File: src/aec_pkg.sv
// shared constants of the asynchronous event counter
package aec_pkg;
    ////////////////////////////////////////////////////////////////////
    // register bus geometry
    localparam int unsigned ADDR_W = 16;  // register address width
    localparam int unsigned DATA_W = 8;   // register data width

    ////////////////////////////////////////////////////////////////////
    // register offsets
    localparam logic [15:0] OFF_CTRL  = 16'hff95;  // event_ctrl_status
    localparam logic [15:0] OFF_HIGH  = 16'hff96;  // event_count_high
    localparam logic [15:0] OFF_LOW   = 16'hff97;  // event_count_low
    localparam logic [15:0] OFF_STOP2 = 16'hfffb;  // module_clock_stop_two

    ////////////////////////////////////////////////////////////////////
    // event_ctrl_status field positions
    localparam int unsigned BIT_OVH   = 7;  // overflow_flag_high
    localparam int unsigned BIT_OVL   = 6;  // overflow_flag_low
    localparam int unsigned BIT_RSV   = 5;  // reserved, stores data
    localparam int unsigned BIT_SPLIT = 4;  // channel_split_select
    localparam int unsigned BIT_CEH   = 3;  // count_enable_high
    localparam int unsigned BIT_CEL   = 2;  // count_enable_low
    localparam int unsigned BIT_RELH  = 1;  // counter_release_high
    localparam int unsigned BIT_RELL  = 0;  // counter_release_low

    // module_clock_stop_two: counter_module_stop position
    localparam int unsigned BIT_MSTOP = 3;

    ////////////////////////////////////////////////////////////////////
    // reset values and counter limits
    localparam logic [7:0] CTRL_RST  = 8'h00;  // control/status reset
    localparam logic [7:0] CNT_RST   = 8'h00;  // counter reset / clear
    localparam logic [7:0] CNT_MAX   = 8'hff;  // last count before wrap
    localparam logic [7:0] CNT_ONE   = 8'h01;  // increment step
    localparam logic [3:0] STOP_RST  = 4'hf;   // stored stop bits
    localparam logic [3:0] STOP_HIGH = 4'hf;   // unused stop bits read 1
    localparam logic [7:0] RD_IDLE   = 8'h00;  // read data outside reads

    ////////////////////////////////////////////////////////////////////
    // event channel indices
    localparam int unsigned CH_LOW  = 0;  // low pin / low counter
    localparam int unsigned CH_HIGH = 1;  // high pin / high counter
    localparam int unsigned N_CH    = 2;  // number of event pins
endpackage

File: src/aec_top.sv
// Chosen here: the strobed register port.
`timescale 1ns/1ps
// How it works
// RULE1 - two event pins feed two channels
// RULE2 - control register resets to all zeros
// RULE3 - high flag set only on high wrap
// RULE4 - high flag cleared by read one, write zero
// RULE5 - chained mode: high flag marks 16-bit wrap
// RULE6 - low flag set on wrap, split mode only
// RULE7 - low flag cleared by read one, write zero
// RULE8 - writing one to flags changes nothing
// RULE9 - reserved bit stores and reads back
// RULE10 - select zero chains low wrap into high
// RULE11 - select one gives independent channels
// RULE12 - high enable gates high events
// RULE13 - low enable gates low events
// RULE14 - high release zero holds high at zero
// RULE15 - low release zero holds low at zero
// RULE16 - high counter: 8-bit, read only
// RULE17 - low counter: 8-bit, low pin only
// RULE18 - counting needs no other system clock
// RULE19 - every overflow pulses the interrupt request
// RULE20 - module stop bit zero halts counting
// RULE21 - pin events synchronised before use
module aec_top (
    // clock, reset, enable
    input  wire logic                       clk,
    input  wire logic                       srst,
    input  wire logic                       ce,
    // event pins
    input  wire logic                       event_pin_high,
    input  wire logic                       event_pin_low,
    // register port
    input  wire logic [aec_pkg::ADDR_W-1:0] reg_addr,
    input  wire logic [aec_pkg::DATA_W-1:0] reg_wdata,
    input  wire logic                       reg_wr,
    input  wire logic                       reg_rd,
    output logic      [aec_pkg::DATA_W-1:0] reg_rdata,
    // overflow request to interrupt controller
    output logic                            counter_irq_request
);
    import aec_pkg::*;

    ////////////////////////////////////////////////////////////////////
    // state
    logic [7:0] ctrl_reg;          // event_ctrl_status
    logic [7:0] count_high_reg;    // event_count_high
    logic [7:0] count_low_reg;     // event_count_low
    logic [3:0] stop_reg;          // stored bits of module_clock_stop_two
    logic       arm_high_reg;      // high flag was read as one
    logic       arm_low_reg;       // low flag was read as one
    logic [7:0] rdata_reg;         // read data, one cycle after strobe
    logic       irq_reg;           // overflow request pulse

    // address match, used for every register
    function automatic logic hit(input logic [ADDR_W-1:0] a, input logic [ADDR_W-1:0] off);
        hit = (a == off);
    endfunction

    // bus decode
    logic wr_ctrl;   // write to control/status
    logic rd_ctrl;   // read of control/status
    logic wr_stop;   // write to stop register
    assign wr_ctrl = reg_wr & hit(reg_addr, OFF_CTRL);
    assign rd_ctrl = reg_rd & hit(reg_addr, OFF_CTRL);
    assign wr_stop = reg_wr & hit(reg_addr, OFF_STOP2);

    // named control fields
    logic overflow_flag_high, overflow_flag_low, split, ceh, cel, relh, rell;
    assign overflow_flag_high   = ctrl_reg[BIT_OVH];
    assign overflow_flag_low   = ctrl_reg[BIT_OVL];
    assign split = ctrl_reg[BIT_SPLIT];
    assign ceh   = ctrl_reg[BIT_CEH];
    assign cel   = ctrl_reg[BIT_CEL];
    assign relh  = ctrl_reg[BIT_RELH];
    assign rell  = ctrl_reg[BIT_RELL];

    ////////////////////////////////////////////////////////////////////
    // pin synchronisers and edge detectors
    logic [N_CH-1:0] pin_in;    // raw pins, index by channel
    logic [N_CH-1:0] pin_edge;  // one-cycle pulse per accepted rising edge
    // RULE1 pin to channel
    assign pin_in[CH_LOW]  = event_pin_low;
    assign pin_in[CH_HIGH] = event_pin_high;

    for (genvar g = 0; g < N_CH; g++) begin : g_sync
        logic s1_reg;   // first stage, read only by s2_reg
        logic s2_reg;   // second stage
        logic s3_reg;   // third stage
        logic lvl_reg;  // accepted pin level
        // RULE21 three-stage sampling
        // RULE18 runs on the bus clock alone
        always_ff @(posedge clk) begin
            if (srst) begin
                s1_reg  <= 1'b0;
                s2_reg  <= 1'b0;
                s3_reg  <= 1'b0;
                lvl_reg <= 1'b0;
            end else if (ce) begin
                s1_reg <= pin_in[g];
                s2_reg <= s1_reg;
                s3_reg <= s2_reg;
                // a new level counts only once two stages agree
                if (s2_reg == s3_reg) begin
                    lvl_reg <= s3_reg;
                end
            end
        end
        assign pin_edge[g] = s2_reg & s3_reg & ~lvl_reg;
    end

    ////////////////////////////////////////////////////////////////////
    // count steering
    logic standby;      // module stop bit cleared
    logic inc_low;      // low counter steps this cycle
    logic low_wrap;     // low counter goes ff to 00
    logic src_high;     // event source of high counter
    logic inc_high;     // high counter steps this cycle
    logic high_wrap;    // high counter goes ff to 00
    logic ovl_set;      // low flag set condition

    // RULE20 standby halts both counters
    assign standby  = ~stop_reg[BIT_MSTOP];
    // RULE13 low enable gate
    assign inc_low  = pin_edge[CH_LOW] & cel & rell & ~standby;
    assign low_wrap = inc_low & (count_low_reg == CNT_MAX);
    // RULE10 chained source
    // RULE11 split source
    assign src_high = split ? pin_edge[CH_HIGH] : low_wrap;
    // RULE12 high enable gate
    assign inc_high  = src_high & ceh & relh & ~standby;
    // RULE5 in chained mode this is the 16-bit wrap
    assign high_wrap = inc_high & (count_high_reg == CNT_MAX);
    // RULE6 low flag only when split
    assign ovl_set   = low_wrap & split;

    ////////////////////////////////////////////////////////////////////
    // low counter; software sees it read only
    always_ff @(posedge clk) begin
        if (srst) begin
            count_low_reg <= CNT_RST;
        end else if (ce) begin
            // RULE15 held at zero
            if (!rell) begin
                count_low_reg <= CNT_RST;
            // RULE17 low pin steps
            end else if (inc_low) begin
                count_low_reg <= count_low_reg + CNT_ONE;
            end
        end
    end

    ////////////////////////////////////////////////////////////////////
    // high counter; software sees it read only
    always_ff @(posedge clk) begin
        if (srst) begin
            count_high_reg <= CNT_RST;
        end else if (ce) begin
            // RULE14 held at zero
            if (!relh) begin
                count_high_reg <= CNT_RST;
            // RULE16 steps on selected source
            end else if (inc_high) begin
                count_high_reg <= count_high_reg + CNT_ONE;
            end
        end
    end

    ////////////////////////////////////////////////////////////////////
    // flag clear arming: a read showing one arms, any control/status write disarms
    always_ff @(posedge clk) begin
        if (srst) begin
            arm_high_reg <= 1'b0;
            arm_low_reg  <= 1'b0;
        end else if (ce) begin
            if (wr_ctrl) begin
                arm_high_reg <= 1'b0;
                arm_low_reg  <= 1'b0;
            end else if (rd_ctrl) begin
                arm_high_reg <= arm_high_reg | overflow_flag_high;
                arm_low_reg  <= arm_low_reg | overflow_flag_low;
            end
        end
    end

    ////////////////////////////////////////////////////////////////////
    // control/status register; flags: set wins over clear
    always_ff @(posedge clk) begin
        if (srst) begin
            // RULE2 all zeros
            ctrl_reg <= CTRL_RST;
        end else if (ce) begin
            // RULE9 reserved bit stored with the control bits
            if (wr_ctrl) begin
                ctrl_reg[BIT_RSV:0] <= reg_wdata[BIT_RSV:0];
            end
            // RULE3 hardware set
            if (high_wrap) begin
                ctrl_reg[BIT_OVH] <= 1'b1;
            // RULE4 read-one then write-zero
            // RULE8 a written one is ignored
            end else if (wr_ctrl && !reg_wdata[BIT_OVH] && arm_high_reg) begin
                ctrl_reg[BIT_OVH] <= 1'b0;
            end
            if (ovl_set) begin
                ctrl_reg[BIT_OVL] <= 1'b1;
            // RULE7 read-one then write-zero
            end else if (wr_ctrl && !reg_wdata[BIT_OVL] && arm_low_reg) begin
                ctrl_reg[BIT_OVL] <= 1'b0;
            end
        end
    end

    ////////////////////////////////////////////////////////////////////
    // stop register: low nibble stored, upper nibble reads as ones
    always_ff @(posedge clk) begin
        if (srst) begin
            stop_reg <= STOP_RST;
        end else if (ce && wr_stop) begin
            stop_reg <= reg_wdata[3:0];
        end
    end

    ////////////////////////////////////////////////////////////////////
    // read data: valid only in the cycle after the strobe
    always_ff @(posedge clk) begin
        if (srst) begin
            rdata_reg <= RD_IDLE;
        end else if (ce) begin
            rdata_reg <= RD_IDLE;
            if (reg_rd) begin
                if (hit(reg_addr, OFF_CTRL)) begin
                    rdata_reg <= ctrl_reg;
                end else if (hit(reg_addr, OFF_HIGH)) begin
                    rdata_reg <= count_high_reg;
                end else if (hit(reg_addr, OFF_LOW)) begin
                    rdata_reg <= count_low_reg;
                end else if (hit(reg_addr, OFF_STOP2)) begin
                    rdata_reg <= {STOP_HIGH, stop_reg};
                end
            end
        end
    end
    assign reg_rdata = rdata_reg;

    ////////////////////////////////////////////////////////////////////
    // overflow request; the controller outside holds the sticky flag
    always_ff @(posedge clk) begin
        if (srst) begin
            irq_reg <= 1'b0;
        end else if (ce) begin
            // RULE19 one pulse per cycle with an overflow, shared when low and high wrap together
            irq_reg <= high_wrap | ovl_set;
        end
    end
    assign counter_irq_request = irq_reg;
endmodule
File: config.mk
export PLATFORM = sky130hd
export DESIGN_NAME = aec_top
export DESIGN_NICKNAME = d
export VERILOG_FILES = /design/src/aec_pkg.sv /design/src/aec_top.sv
export SDC_FILE = /design/constraint.sdc
export NUM_CORES = 1
export LEC_CHECK = 0
export BUFFER_PORTS_ARGS = -buffer_cell sky130_fd_sc_hd__buf_2
export CORE_MARGIN = 4
export CORE_UTILIZATION = 63
export CTS_BUF_LIST = sky130_fd_sc_hd__clkbuf_8
export DETAILED_ROUTE_END_ITERATION = 6
export HOLD_SLACK_MARGIN = 0.06
export PLACE_DENSITY = 0.95
export RECOVER_POWER = 100
export SLEW_MARGIN = 20
export SYNTH_ARGS = -nofsm -noshare
export SYNTH_HDL_FRONTEND = slang
export SYNTH_SLANG_ARGS = --single-unit
File: constraint.sdc
create_clock -name clk -period 4.3 [get_ports clk]
set_input_delay 0.43 -clock clk [delete_from_list [all_inputs] [get_ports clk]]
set_output_delay 0.43 -clock clk [all_outputs]
set_load 0.005 [all_outputs]
==> metrics.yaml <==
setup_path:
  crit_arrival_ns: 2.59
  worstSetupPathDepth: 5
  rr_worst_depth: 6
  critical_path_cell_sequence: "clkbuf_1, nand2_1, and2b_1, mux2i_1, nor2_1"
  crit-reg2reg-launch: "g_sync[0].s2_reg"
  critical_path.top_delay_family: "buffers and inverters"
  path_buf_inv: 1
  timing.critical_path.fanout_max: 31
  cp_data_required_time_ns: 4.48
  startpoint_type: "input pin"
  setup.worst_path.end_class: "flop"
  critical_path_class: "input pin to flop"
  critical_path.max_stage_delay_ns: 0.97
  worst_setup_path_startpoint: "ce"
  critical_path.slowest_cell: "sky130_fd_sc_hd__clkbuf_1"
die:
  die_width_um: 70.1
  ioPinCount: 40
  floorplan.rows: 22
  dieArea_mm2: 0.00491
  fp.coreArea_mm2: 0.00369
  chipHeight_um: 70.1
  initial_core_util_pct: 65.8
cells_and_area:
  flow.area_growth_from_synthesis_pct: 12.5
  mostFrequentLayoutCell: "sky130_fd_sc_hd__dfxtp_1"
  post-route-cell-area_mm2: 0.00273
  regArea_um2: 941
  mostFrequentLayoutCells: "sky130_fd_sc_hd__dfxtp_1 (47), sky130_fd_sc_hd__buf_2 (35), sky130_fd_sc_hd__nor2_1 (30), sky130_fd_sc_hd__nand2_1 (22), sky130_fd_sc_hd__o21ai_0 (20)"
  multi_input_combinational_cell_area_mm2: 0.00141
  final_antenna_diode_count: 0
  post_route_cells_drive_above_1_share_pct: 16.9
  num-nets-final: 341
  n_fill_cell: 267
power_and_ir_drop:
  clockPowerShare_pct: 40.7
  p_sw_mw: 0.198
  power.share.switching_pct: 23.8
  power_leakage_nw: 1.05
  sequentialPowerShare_pct: 52.6
  irDropWorstVdd_mv: 0.204
  power.total_mw: 0.834
  combPwrFrac_pct: 6.7
  powerDensity_mw_per_mm2: 305
  power.internal_mw: 0.636
synthesis:
  synth-seq-area-share_pct: 38.7
  synthesis_warnings: 0
  yosys_register_bits: 47
  synthesized_area_mm2: 0.00243
  synthDistinctLibCells: 53
  postSynthCellCount: 271
  average_instance_area_after_synthesis_um2: 8.96
  syn-num-nets: 306
sta:
  hold_viol_final: 0
  clock.fmax_mhz: 415
  period_share_pct: 56.0
  timing.final.max_slew_violations: 0
  finalClockSkew_ns: 0.0115
  grt_setup_unrepaired: "false"
  setup_tns_ns: 0
  maxSlewHeadroom_pct: 9.28
  max_slew.worst_pin.slew_ns: 1.36
  layout_min_cycle_time_ns: 2.41
  finalSetupViolations: 0
drt:
  vias_per_cell: 6.42
  remaining_drc_errors: 0
  drt_wl_total_um: 5990
  vias_after_detailed_routing: 2279
  drt_first_pass_iters: 5
  ant_nets: 0
  drt-initial-drc-count: 274
  avgRoutedWirePerCell_um: 16.9
clock_tree:
  htreeDepth: 2
  cts_inserted_buffers: 5
  clock_tree_from_tritoncts: "done"
  cts_hold_buf: 0
  path_clk_slew_ns: 0.10
  clock_latency_on_the_worst_skew_pair_ns: 0.31
  cts.repair.resized: 0
  clockBufferDepth: 2
  post-cts-setup-buffers: 0
  cts_root_buffer: "sky130_fd_sc_hd__clkbuf_8"
  clock_sinks: 47
grt:
  antenna_found_initial: 0
  globalRouteTotalUtil_pct: 24.5
  grt_max_degree: 33
  grt_overflow: 0
  wire_length_of_the_first_global_routing_pass_um: 9830
  number_of_global_route_vias_before_repair: 2126
worst_hold_path:
  worstHoldPathCells: 3
  worstHoldPathType: "input pin to flop"
  hold_path.startpoint: "reg_wdata[1]"
job:
  drv.max_cap_violation_count: 0
run_status:
  status: "finished, final reports clean"
place:
  globalplace.congestion: 0.863
  placed_cell_area_mm2: 0.00262
  io_buffer_count: 39
  post_detail_place_hpwl_um: 4160
[through the flow]
stage,std cells,utilization (%),setup slack (ns),hold slack (ns)
after floorplan,271,-,2.32,0.442
after global placement,347,71.0,1.97,0.429
after detailed placement,347,71.0,1.90,0.440
after CTS,355,74.2,2.20,0.352
after global routing,355,74.1,1.77,0.376
final,355,74.1,1.89,0.357
[synth_stat cells (all sizes together)]
library cell	n	area (um2)
a21boi	2	15.0
a21o	2	15.0
a21oi	13	65.1
a22o	6	52.6
a22oi	3	22.5
a311oi	1	8.76
a31oi	3	18.8
a32o	2	20.0
a32oi	1	8.76
a41o	1	10.0
a41oi	2	17.5
and2b	1	7.51
and3	4	26.3
and4	2	18.8
and4b	1	10.0
buf	6	43.8
clkbuf	5	20.0
clkinv	1	3.75
dfxtp	47	941
ha	4	50.1
inv	3	11.3
mux2i	18	180
nand2	22	82.6
nand2b	10	62.6
nand3	7	35.0
nand3b	1	20.0
nand4	7	43.8
nand4b	3	26.3
nor2	30	113
nor2b	9	56.3
nor3	4	20.0
nor3b	1	7.51
nor4	8	110
o211ai	1	7.51
o21a	2	15.0
o21ai	20	100
o311a	2	20.0
o311ai	2	17.5
o31a	2	17.5
o41ai	2	17.5
or3	1	6.26
or4	1	7.51
or4b	2	23.8
xnor2	3	26.3
xor2	3	26.3
[final cells by class]
| cell class | count | area share [%] |
|---|---|---|
| Clock buffer | 5 | 2.52 |
| Clock inverter | 3 | 1.74 |
| Inverter | 4 | 0.550 |
| Multi-Input combinational cell | 209 | 51.6 |
| Sequential cell | 47 | 34.4 |
| Tap cell | 48 | 2.20 |
| Timing Repair Buffer | 39 | 6.96 |
[cells by family (layout without fill, tap and decap cells)]
| family | count (synthesis) | after routing | share of synthesized area, % |
|---|---|---|---|
| AND/OR/NAND/NOR | 114 | 114 | 27.9 |
| AO/OA/AOI/OAI | 67 | 67 | 18.5 |
| flip-flops | 47 | 47 | 38.7 |
| multiplexers | 18 | 18 | 7.42 |
| buffers and inverters | 15 | 51 | 3.25 |
| XOR/XNOR | 6 | 6 | 2.16 |
| adder cells (fa/ha/maj) | 4 | 4 | 2.06 |
[path summary, 6_finish.rpt]
| path | endpoint | slack, ns |
|---|---|---|
| worst max-delay path | ctrl_reg[1] | 1.89 |
| worst min-delay path | stop_reg[1] | 0.36 |
| worst max register to register | count_high_reg[1] | 2.18 |
| worst min register to register | reg_rdata[6] | 0.45 |
[tightest hold or removal path, cell delays in order]
cell,delay (ns)
sky130_fd_sc_hd__buf_2,0.09
sky130_fd_sc_hd__mux2i_1,0.06
sky130_fd_sc_hd__nand2_1,0.06
[power groups by stage]
stage          logic, mW  registers, mW  clock network (mW)
2_1_floorplan     0.0333          0.448                   0
3_3_place_gp      0.0529          0.448                   0
3_5_place_dp      0.0540          0.449                   0
4_1_cts           0.0548          0.438               0.339
5_1_grt           0.0615          0.439               0.356
6_report          0.0559          0.438               0.340
[layer usage]
| metal | GRT usage [%] | part of all wire (%) |
|---|---|---|
| met1 | 31.8 | 43 |
| met2 | 39.3 | 46 |
| met3 | 4.89 | 7.8 |
| met4 | 10.4 | 2.7 |
| met5 | 0 | 0 |
No activity file was read; power rests on OpenSTA's default activity.
